## src/pms_pkg.sv

```systemverilog
package pms_pkg;

  // timing
  localparam int unsigned CLK_PERIOD_PS   = 25000;
  localparam int unsigned STAB_TIME_NS    = 2000;
  localparam int unsigned STAB_CYCLES_DEF = (STAB_TIME_NS * 1000 + CLK_PERIOD_PS - 1) / CLK_PERIOD_PS;

  // cpu vector fetch address
  localparam logic [31:0] RESET_VECTOR = 32'h0000_0000;

  // lcd clusters and segment thresholds
  localparam int unsigned SEG_W       = 6;
  localparam int unsigned SEG_MAX_DEF = 40;
  localparam int unsigned NUM_CL      = 3;
  localparam int unsigned CL_A        = 0;
  localparam int unsigned CL_B        = 1;
  localparam int unsigned CL_C        = 2;
  localparam logic [SEG_W-1:0] SEG_FREE_BC = 6'h18;
  localparam logic [SEG_W-1:0] SEG_FREE_C  = 6'h20;
  localparam logic [NUM_CL-1:0] CL_ALL     = 3'h7;

  // sleep gating levels
  localparam logic [1:0] SLEEP_LVL_AHB = 2'h1;
  localparam logic [1:0] SLEEP_LVL_APB = 2'h2;
  localparam logic [1:0] SLEEP_LVL_SRC = 2'h3;

  typedef enum logic [2:0] {
    ST_HOLD      = 3'h0,
    ST_RUN       = 3'h1,
    ST_SLEEP     = 3'h2,
    ST_WAIT      = 3'h3,
    ST_RETENTION = 3'h4,
    ST_BACKUP    = 3'h5
  } pms_state_t;

  typedef enum logic [1:0] {
    POWER_SCALE_ZERO = 2'h0,
    POWER_SCALE_ONE  = 2'h1,
    POWER_SCALE_TWO  = 2'h2
  } pms_ps_t;

  typedef enum logic [1:0] {
    PSAVE_SLEEP     = 2'h0,
    PSAVE_WAIT      = 2'h1,
    PSAVE_RETENTION = 2'h2,
    PSAVE_BACKUP    = 2'h3
  } pms_psave_t;

  typedef logic [1:0] pms_run_t;
  localparam pms_run_t DEFAULT_RUN_MODE = 2'h0;

endpackage

```

## src/pms_lcd_if.sv

```systemverilog
`timescale 1ns/1ps
interface pms_lcd_if;
  import pms_pkg::*;
  logic              enable;
  logic [SEG_W-1:0]  seg_count;
  logic [NUM_CL-1:0] cluster_lcd;
  modport seq (output enable, output seg_count, input cluster_lcd);
  modport map (input enable, input seg_count, output cluster_lcd);
endinterface

```

## src/pms_lcd_map.sv

```systemverilog
`timescale 1ns/1ps
module pms_lcd_map (
  pms_lcd_if.map lcd
);
  import pms_pkg::*;

  always_comb begin
    lcd.cluster_lcd = '0;
    if (lcd.enable) begin
      // cluster a always carries segment lines once enabled
      lcd.cluster_lcd[CL_A] = 1'b1;
      if (lcd.seg_count > SEG_FREE_BC) begin
        lcd.cluster_lcd[CL_B] = 1'b1;
      end
      // counts above the maximum saturate to all clusters
      if (lcd.seg_count > SEG_FREE_C) begin
        lcd.cluster_lcd[CL_C] = 1'b1;
      end
    end
  end

endmodule // pms_lcd_map

```

## src/pms_seq.sv

```systemverilog
`timescale 1ns/1ps
module pms_seq #(
  parameter int unsigned STAB_CYCLES = pms_pkg::STAB_CYCLES_DEF,
  parameter int unsigned SEG_MAX     = pms_pkg::SEG_MAX_DEF
) (
  // clock and reset
  input  wire logic                         clk,
  input  wire logic                         rst_n,
  // supply monitors and pins
  input  wire logic                         analog_supply_por_ok,
  input  wire logic                         ext_reset_pin_n,
  input  wire logic                         core_supply_brownout_trip,
  input  wire logic                         regulator_mode_pin,
  // cpu power-save requests
  input  wire logic                         psave_req,
  input  wire pms_pkg::pms_psave_t          psave_sel,
  input  wire logic [1:0]                   sleep_gate_lvl,
  input  wire logic                         wake_event,
  // software clock and mode requests
  input  wire logic                         run_mode_wr,
  input  wire pms_pkg::pms_run_t            run_mode_req,
  input  wire logic                         power_scale_wr,
  input  wire pms_pkg::pms_ps_t             power_scale_req,
  input  wire logic                         fast_clk_req,
  input  wire logic                         fll_req,
  input  wire logic                         pll_req,
  input  wire logic                         clk_div_req,
  input  wire logic                         clk_src_alt_req,
  // lcd configuration
  input  wire logic                         lcd_enable,
  input  wire logic [pms_pkg::SEG_W-1:0]    lcd_seg_count,
  // cpu control
  output logic                              cpu_reset_n,
  output logic                              cpu_halt,
  output logic [31:0]                       reset_vector,
  // clock control
  output logic                              clk_src_rc_sel,
  output logic                              system_rc_osc_en,
  output logic                              freq_locked_loop_en,
  output logic                              pll_en,
  output logic                              clk_div_active,
  output logic                              fast_clk_en,
  output logic                              cpu_clk_en,
  output logic                              ahb_clk_en,
  output logic                              apb_clk_en,
  // power control
  output logic                              core_power_on,
  output logic                              backup_power_on,
  output logic                              io_config_hold,
  output logic                              regulator_switching,
  output logic                              brownout_monitor_en,
  output logic                              analog_supply_por_active,
  output pms_pkg::pms_ps_t                  power_scale,
  output pms_pkg::pms_run_t                 run_mode,
  // lcd pad clusters
  output logic [pms_pkg::NUM_CL-1:0]        lcd_cluster_lcd,
  output logic [pms_pkg::NUM_CL-1:0]        gpio_avail
);
  import pms_pkg::*;

  localparam int unsigned CNT_W = $clog2(STAB_CYCLES + 1);

  if (STAB_CYCLES < 1) begin : g_chk_stab
    $error("STAB_CYCLES must be at least one");
  end
  if (SEG_MAX < 1 || SEG_MAX >= (1 << SEG_W)) begin : g_chk_seg
    $error("SEG_MAX does not fit the segment count field");
  end

  pms_state_t        state_reg;
  pms_state_t        state_next;
  logic [CNT_W-1:0]  hold_cnt_reg;
  logic              hold_done;
  logic              sys_reset;
  logic              in_psave_next;
  pms_run_t          saved_run_reg;
  logic              fll_reg;
  logic              pll_reg;
  logic              div_reg;
  logic              alt_src_reg;
  logic [SEG_W-1:0]  seg_clamped;

  pms_lcd_if lcd_bus ();

  function automatic logic is_psave(input pms_state_t s);
    return (s == ST_SLEEP) || (s == ST_WAIT) || (s == ST_RETENTION) || (s == ST_BACKUP);
  endfunction

  // every whole-chip reset source acts the same way, but the brownout trip counts only once brownout_monitor_en is armed
  assign sys_reset = !analog_supply_por_ok
                   || !ext_reset_pin_n
                   || (brownout_monitor_en && core_supply_brownout_trip);

  assign hold_done     = (hold_cnt_reg == CNT_W'(STAB_CYCLES - 1));
  assign in_psave_next = is_psave(state_next);

  // sequencer
  always_comb begin
    state_next = state_reg;
    case (state_reg)
      ST_HOLD: begin
        if (hold_done) state_next = ST_RUN;
      end
      ST_RUN: begin
        if (psave_req) begin
          case (psave_sel)
            PSAVE_SLEEP:     state_next = ST_SLEEP;
            PSAVE_WAIT:      state_next = ST_WAIT;
            PSAVE_RETENTION: state_next = ST_RETENTION;
            default:         state_next = ST_BACKUP;
          endcase
        end
      end
      ST_SLEEP, ST_WAIT, ST_RETENTION, ST_BACKUP: begin
        if (wake_event) state_next = ST_RUN;
      end
      default: state_next = ST_HOLD;
    endcase
    if (sys_reset) state_next = ST_HOLD;
  end

  always_ff @(posedge clk or negedge rst_n) begin
    if (!rst_n) begin
      state_reg <= ST_HOLD;
    end else begin
      state_reg <= state_next;
    end
  end

  // stabilisation counter, restarted by every reset source
  always_ff @(posedge clk or negedge rst_n) begin
    if (!rst_n) begin
      hold_cnt_reg <= '0;
    end else if (sys_reset || state_reg != ST_HOLD) begin
      hold_cnt_reg <= '0;
    end else if (!hold_done) begin
      hold_cnt_reg <= hold_cnt_reg + CNT_W'(1);
    end
  end

  // regulator mode strap, taken when the power-up hold ends
  always_ff @(posedge clk or negedge rst_n) begin
    if (!rst_n) begin
      regulator_switching <= 1'b0;
    end else if (state_reg == ST_HOLD && hold_done && !sys_reset) begin
      regulator_switching <= regulator_mode_pin;
    end
  end

  // brownout detector armed only after start-up
  always_ff @(posedge clk or negedge rst_n) begin
    if (!rst_n) begin
      brownout_monitor_en <= 1'b0;
    end else begin
      brownout_monitor_en <= (state_next != ST_HOLD);
    end
  end

  // run mode and its backup-domain record
  always_ff @(posedge clk or negedge rst_n) begin
    if (!rst_n) begin
      saved_run_reg <= DEFAULT_RUN_MODE;
    end else if (sys_reset) begin
      saved_run_reg <= DEFAULT_RUN_MODE;
    end else if (state_reg == ST_RUN && in_psave_next) begin
      saved_run_reg <= run_mode;
    end
  end

  // core-domain copy is lost in backup, so wake restores from the record
  always_ff @(posedge clk or negedge rst_n) begin
    if (!rst_n) begin
      run_mode <= DEFAULT_RUN_MODE;
    end else if (sys_reset || state_next == ST_BACKUP) begin
      run_mode <= DEFAULT_RUN_MODE;
    end else if (is_psave(state_reg) && state_next == ST_RUN) begin
      run_mode <= saved_run_reg;
    end else if (state_reg == ST_RUN && run_mode_wr) begin
      run_mode <= run_mode_req;
    end
  end

  // power scaling
  always_ff @(posedge clk or negedge rst_n) begin
    if (!rst_n) begin
      power_scale <= POWER_SCALE_ZERO;
    end else if (sys_reset) begin
      power_scale <= POWER_SCALE_ZERO;
    end else if (state_reg == ST_RUN && power_scale_wr) begin
      power_scale <= power_scale_req;
    end
  end

  // software clock choices, cleared by reset so start-up is plain
  always_ff @(posedge clk or negedge rst_n) begin
    if (!rst_n) begin
      fll_reg     <= 1'b0;
      pll_reg     <= 1'b0;
      div_reg     <= 1'b0;
      alt_src_reg <= 1'b0;
    end else if (sys_reset) begin
      fll_reg     <= 1'b0;
      pll_reg     <= 1'b0;
      div_reg     <= 1'b0;
      alt_src_reg <= 1'b0;
    end else if (state_reg == ST_RUN) begin
      fll_reg     <= fll_req;
      pll_reg     <= pll_req;
      div_reg     <= clk_div_req;
      alt_src_reg <= clk_src_alt_req;
    end
  end

  // clock and power enables, registered from the next state
  always_ff @(posedge clk or negedge rst_n) begin
    if (!rst_n) begin
      cpu_reset_n         <= 1'b0;
      cpu_halt            <= 1'b1;
      cpu_clk_en          <= 1'b0;
      ahb_clk_en          <= 1'b0;
      apb_clk_en          <= 1'b0;
      system_rc_osc_en    <= 1'b1;
      freq_locked_loop_en <= 1'b0;
      pll_en              <= 1'b0;
      clk_div_active      <= 1'b0;
      clk_src_rc_sel      <= 1'b1;
      fast_clk_en         <= 1'b0;
      core_power_on       <= 1'b1;
      io_config_hold      <= 1'b0;
    end else begin
      cpu_reset_n      <= (state_next != ST_HOLD);
      cpu_halt         <= (state_next != ST_RUN);
      cpu_clk_en       <= (state_next == ST_RUN);
      ahb_clk_en       <= (state_next == ST_RUN)
                        || (state_next == ST_SLEEP && sleep_gate_lvl < SLEEP_LVL_AHB);
      apb_clk_en       <= (state_next == ST_RUN)
                        || (state_next == ST_SLEEP && sleep_gate_lvl < SLEEP_LVL_APB);
      // wait and retention stop every source but the 32 kHz ones
      system_rc_osc_en <= (state_next == ST_HOLD) || (state_next == ST_RUN)
                        || (state_next == ST_SLEEP);
      freq_locked_loop_en <= fll_reg && !sys_reset && ((state_next == ST_RUN)
                        || (state_next == ST_SLEEP && sleep_gate_lvl < SLEEP_LVL_SRC));
      pll_en           <= pll_reg && !sys_reset && ((state_next == ST_RUN)
                        || (state_next == ST_SLEEP && sleep_gate_lvl < SLEEP_LVL_SRC));
      clk_div_active   <= div_reg && !sys_reset && (state_next == ST_RUN);
      clk_src_rc_sel   <= !(alt_src_reg && !sys_reset && state_next == ST_RUN);
      // higher clock needs the regulator out of its lowest scaling state
      fast_clk_en      <= fast_clk_req && (state_next == ST_RUN) && !sys_reset
                        && (((state_reg == ST_RUN && power_scale_wr) ? power_scale_req : power_scale)
                            != POWER_SCALE_ZERO);
      core_power_on    <= (state_next != ST_BACKUP);
      io_config_hold   <= in_psave_next;
    end
  end

  // always-on outputs
  always_ff @(posedge clk or negedge rst_n) begin
    if (!rst_n) begin
      backup_power_on          <= 1'b1;
      analog_supply_por_active <= 1'b1;
      reset_vector             <= RESET_VECTOR;
    end else begin
      backup_power_on          <= 1'b1;
      analog_supply_por_active <= 1'b1;
      reset_vector             <= RESET_VECTOR;
    end
  end

  // lcd clusters
  assign seg_clamped       = (lcd_seg_count > SEG_W'(SEG_MAX)) ? SEG_W'(SEG_MAX) : lcd_seg_count;
  assign lcd_bus.enable    = lcd_enable;
  assign lcd_bus.seg_count = seg_clamped;

  pms_lcd_map u_lcd_map (
    .lcd (lcd_bus.map)
  );

  always_ff @(posedge clk or negedge rst_n) begin
    if (!rst_n) begin
      lcd_cluster_lcd <= '0;
      gpio_avail      <= CL_ALL;
    end else begin
      lcd_cluster_lcd <= lcd_bus.cluster_lcd;
      gpio_avail      <= ~lcd_bus.cluster_lcd;
    end
  end
endmodule // pms_seq
```

## config.mk

```make
export PLATFORM = sky130hd
export DESIGN_NAME = pms_seq
export DESIGN_NICKNAME = d
export VERILOG_FILES = /design/src/pms_pkg.sv /design/src/pms_lcd_if.sv /design/src/pms_lcd_map.sv /design/src/pms_seq.sv
export SDC_FILE = /design/constraint.sdc
export NUM_CORES = 1
export LEC_CHECK = 0
export BUFFER_PORTS_ARGS = -buffer_cell sky130_fd_sc_hd__buf_4
export CELL_PAD_IN_SITES_DETAIL_PLACEMENT = 1
export CELL_PAD_IN_SITES_GLOBAL_PLACEMENT = 2
export CORE_MARGIN = 2
export CORE_UTILIZATION = 30
export DETAILED_ROUTE_END_ITERATION = 12
export GPL_ROUTABILITY_DRIVEN = 1
export PLACE_DENSITY = 0.9
export RECOVER_POWER = 100
export SETUP_SLACK_MARGIN = 0.5
export SLEW_MARGIN = 20
export SYNTH_ARGS = -nofsm -noshare
export SYNTH_HDL_FRONTEND = slang
export SYNTH_SLANG_ARGS = --single-unit
export TNS_END_PERCENT = 5
```

## constraint.sdc

```tcl
create_clock -name clk -period 3.1 [get_ports clk]
set_input_delay 0.31 -clock clk [delete_from_list [all_inputs] [get_ports clk]]
set_output_delay 0.31 -clock clk [all_outputs]
set_load 0.03 [all_outputs]
```

Word level (Yosys, flattened, before mapping)
Cells that the tools add are included.

Add/subtract/negate cells: 1. $mul: 0. Divide/modulo/power cells: 0. $lt $le $gt $ge: 6. Equality and inequality tests: 16. Shift-type cells: 0. Multiplexer cells: 27. Bitwise gates (word level): 1. Reduce and logical (&&, ||, !) cells: 50.

Operator list (number): $logic_and 1x1->1 (21); $pmux 3 s3 (2); $logic_or 1x1->1 (15); $mux 3 (5); $mux 2 (7); $mux 7 (2); $eq 3x2->1 const B (4); $eq 3x3->1 const B (4); $gt 6x6->1 const B (2); $mux 1 (10); $reduce_bool 3->1 (3); $add 7x1->7 const B (1); $eq 7x7->1 const B (1); $eq 3x1->1 const B (2); $gt 6x5->1 const B (1); $logic_not 3->1 (2); $mux 6 (1); $reduce_bool 2->1 (3); $logic_not 1->1 (4); $lt 2x2->1 const B (2); $reduce_or 4->1 (1); $ne 3x1->1 const B (1); $ne 3x3->1 const B (1); $not 3->3 (1); other kinds (5) (5).

Register bits: 40. Bits in latches: 0. RAM bits: 0. Bits in read-only memories: 0. Bits of input ports: 30. Output and inout port bits: 59. Word-level logic and storage cells: 126. Memories: 0.

Depth between registers and ports, before layout
Depth in word-level cells: 12. Depth in mapped cells: 7. Depth with buffers taken out: 7.

By module
A second synthesis with hierarchy kept.

Cells, all modules: 210. Area total of the unflattened synthesis: 2102.0 um2.

Modules (own cells, without submodules): pms_seq (times used 1, cells an instance 205, area an instance 2062.0 um2, sequential area each 1009.7 um2); pms_lcd_map (times used 1, cells an instance 5, area an instance 40.0 um2, sequential area each 0.0 um2).

Least setup slack after synthesis
Ideal clock, no wire load.

Path kind: register to register. Start: reg hold_cnt_reg[0]. End: reg regulator_switching. Setup time: 0.125 ns. Data arrival time: 1.914 ns. Data required time: 2.975 ns. Path slack: 1.061 ns. Cell stages (with the launch flop): 7. Path buffers: 1. Clock period less this slack: 2.039 ns. Cells stage by stage: dfrtp_1 -> ha_1 -> nand3_1 -> or4b_2 -> buf_2 -> nor2_1 -> mux2_2.

Cells in the longest elaborated chain, start to end: 3.

RTL lines: start: declaration (RTL line pms_seq.sv:72) `logic [CNT_W-1:0] hold_cnt_reg;`; start signal: assignment (RTL line pms_seq.sv:137) `hold_cnt_reg <= hold_cnt_reg + CNT_W'(1);`; $eq 7x7->1 (RTL line pms_seq.sv:94) `assign hold_done = (hold_cnt_reg == CNT_W'(STAB_CYCLES - 1));`; $logic_and 1x1->1 (2 in a row) (RTL line pms_seq.sv:145) `end else if (state_reg == ST_HOLD && hold_done && !sys_reset) begin`; end signal: assignment (RTL line pms_seq.sv:146) `regulator_switching <= regulator_mode_pin;`; end: declaration (RTL line pms_seq.sv:50) `output logic regulator_switching,`.

Every way passes these cells. A chain may end at the register's enable or synchronous reset.

Worst setup path after layout
Start: reg hold_cnt_reg[0]. End: reg fast_clk_en.

Cells in the longest elaborated chain, start to end: 8.

RTL lines: $eq 7x7->1 (RTL line pms_seq.sv:94); $mux 3 (RTL line pms_seq.sv:102) `if (hold_done) state_next = ST_RUN;`; $pmux 3 s3 (RTL line pms_seq.sv:100) `case (state_reg)`; $mux 3 (RTL line pms_seq.sv:119) `if (sys_reset) state_next = ST_HOLD;`; $eq 3x1->1 (RTL line pms_seq.sv:248) `fast_clk_en <= fast_clk_req && (state_next == ST_RUN) && !sys_reset`; $logic_and 1x1->1 (2 in a row) (RTL line pms_seq.sv:248); $logic_and 1x1->1 (RTL line pms_seq.sv:249) `&& (((state_reg == ST_RUN && power_scale_wr) ? power_scale_req : power_scale)`; end signal: assignment (RTL line pms_seq.sv:248); end: declaration (RTL line pms_seq.sv:42) `output logic fast_clk_en,`.

Every way passes these cells.

==> results_dict.tcl <==
set metrics [dict create \
    area_growth_pct 16.6 \
    viasPerCell 4.45 \
    rr_endpoint "fast_clk_en" \
    layout_commonest_cell "conb_1" \
    die_x_um 87.0 \
    worstHoldPathCells 1 \
    synthCells 203 \
    power_per_cell_area_mw_per_mm2 451 \
    clock.fmax_mhz 386 \
    grt_pass1_wl_um 6980 \
    fin_setup_tns_ps 0 \
    synth.avg_cell_area_um2 10.2 \
    cts_tree "built" \
    dieArea_mm2 0.00757 \
    grt_usage 0.121 \
    syn_area_mm2 0.00207 \
    final_cell_mix "conb_1, dfrtp_1, clkbuf_1, nand2_1, buf_4" \
    slew_headroom -0.408 \
    start_kind "flop" \
    crit_buf_inv 1 \
    worstSkewPairLatency_ps 300 \
    r2r-start "hold_cnt_reg[0]" \
    synth_edf_count 0 \
    synth_top_area_frac 0.399 \
    timing.final.crit_share 0.836 \
    status "finished with violations" \
    hold_path_end "lcd_cluster_lcd[0]" \
    p_total_uw 1090 \
    start_util 0.308 \
    ctsLongestPathBuffers 2 \
    antenna_found_initial 0 \
    ff2ff_path_depth 7 \
    synth_cell_types 43 \
    async_reset_ff_frac 1.00 \
    wl_um 4430 \
    synthMuxAreaShare 0.0248 \
    root_buffer "clkbuf_8" \
    crit_type "flop to flop" \
    post_cts_resize_count 0 \
    clk_pin_slew_worst_paths_ps 80 \
    critPathRequiredTime_ps 3340 \
    finClkSkew_ps 8.80 \
    die_h_um 87.0 \
    grt.overflow.total 0 \
    gp_congestion 0.812 \
    yosys_warnings 0 \
    dp_hpwl_um 3400 \
    grt_max_degree 41 \
    synth_top_area_cell "dfrtp_1" \
    worst_slew_pin_slew_ps 2110 \
    ys_top_cells_by_area "dfrtp_1, buf_4, dfstp_2" \
    first_pass_iters 4 \
    synth_xor_area_frac 0.0169 \
    nets 292 \
    wl_per_cell_um 13.0 \
    arrival_ps 2830 \
    peakVddDrop_v 0.000160 \
    io_pins 89 \
    htreeDepth 2 \
    synth-compound-area-share 0.114 \
    numCtsBuffers 5 \
    holdCritPathClass "input port to flop" \
    maxCapViolCount 1 \
    rsz0062_at_grt "no" \
    fillers 786 \
    drc 0 \
    violations "max-capacitance violations, max-slew violations" \
    grt_pass1_vias 1526 \
    r2r_slack_ps 510 \
    detail-route-antenna-nets 0 \
    finalCriticalPeriod_ps 2590 \
    vias 1516 \
    yosys.area_share.simple 0.187 \
    port_buffers 54 \
    ys_ff_latch 40 \
    finalSetupViolations 0 \
    slew_viol_final 41 \
    ys_seq_area_frac 0.488 \
    path_delay_family "simple AND/OR/NAND/NOR gates" \
    synth_top_family_by_area "simple AND/OR/NAND/NOR gates" \
    min_from "lcd_enable" \
    drtIter0Drc 21 \
    hold_viol_final 0 \
    synthAdderAreaFrac 0.0121 \
    synth_top_flop_cell "dfrtp_1" \
    final_layout_size_suffix_gt1_frac 0.215 \
    p_leak_uw 0.00111 \
    path_max_fanout 5 \
    critPathCaptureType "flop" \
    slowest_delay_ps 820 \
    coreArea_mm2 0.00672 \
    num_rows 30 \
    crit_slowest_cell "nor4b_1" \
    largest_reg_flops 7 \
    crit_chain "ha_1, nand3_1, nor4b_1, a21oi_4, nor3_1, inv_1, nor2_1" \
    cts.sinks 40 \
    antenna_cells 0 \
]
-- worst max path at each step --
stage                          from                   to  slack [ps]  cells past startpoint
CTS                    state_reg[1]          fast_clk_en         730                      7
floorplan           hold_cnt_reg[0]  regulator_switching        1060                      6
global placement       state_reg[1]          fast_clk_en         820                      7
detailed placement     state_reg[1]          fast_clk_en         790                      7
global route        hold_cnt_reg[0]          fast_clk_en         260                      7
finish              hold_cnt_reg[0]          fast_clk_en         510                      7
-- power by group --
| group | switching (µW) | internal, µW |
|---|---|---|
| clock | 192 | 238 |
| sequential | 2.24 | 529 |
| combinational | 95.4 | 30.8 |
| total | 289 | 798 |
-- cell type report --
| type | count | area (µm²) | area share |
|---|---|---|---|
| flip-flops and latches | 40 | 1010 | 0.419 |
| multi-input cells | 148 | 838 | 0.348 |
| repair buffers | 56 | 318 | 0.132 |
| well taps | 80 | 100 | 0.0415 |
| clock buffers | 5 | 68.8 | 0.0285 |
| clock inverters | 3 | 42.5 | 0.0176 |
| inverters | 9 | 33.8 | 0.0140 |
-- per-stage QoR --
step / setup WS, ps / std cells / utilization / instance area, µm² / hold WS, ps
after floorplan: 1060 / 235 / - / 2190 / 14.4
after global placement: 822 / 332 / 0.360 / 2420 / 309
after detailed placement: 790 / 332 / 0.360 / 2420 / 315
after CTS: 727 / 341 / 0.378 / 2540 / 136
after global routing: 255 / 341 / 0.359 / 2410 / 181
final: 510 / 341 / 0.359 / 2410 / 180
-- worst reg2reg max path, stage by stage (launching register included) --
cell and delay (ps):
dfrtp_1 390, ha_1 210, nand3_1 170, nor4b_1 820, a21oi_4 170, nor3_1 500
inv_1 140, nor2_1 130
-- per-layer routing --
layer | wire length (µm) | track usage | vias to the layer above | share of wire
li1 | - | - | 725 | -
met1 | 1920 | 0.146 | 731 | 0.43
met2 | 2130 | 0.196 | 52 | 0.48
met3 | 274 | 0.0303 | 8 | 0.062
met4 | 101 | 0.0682 | 0 | 0.023
met5 | 0 | 0 | - | 0
-- repair_timing --
item,in CTS,in global routing
buffers inserted,0,0
endpoints found under the setup margin,0,0
endpoints found under the hold margin,33,0
hold buffers,1,0
-- cell families (layout without fill, tap and decap cells) --
logic type / Yosys count / after routing
other cells: 2 / 34
compound gates: 32 / 32
simple gates: 71 / 71
fa+ha+maj: 2 / 2
xor+xnor: 4 / 4
mux: 5 / 5
flops: 40 / 40
buf+inv: 47 / 73
-- cell usage after synthesis, drive strengths merged, types with 3 or more instances --
| library cell | instances |
|---|---|
| a21oi | 12 |
| o21ai | 8 |
| xnor2 | 3 |
| buf | 37 |
| nand3 | 7 |
| or3 | 4 |
| a31oi | 3 |
| and3 | 3 |
| dfstp | 7 |
| mux2i | 4 |
| inv | 9 |
| nor2 | 15 |
| dfrtp | 33 |
| nand2 | 27 |
| and2 | 3 |
(Power assumes the default switching activity.)
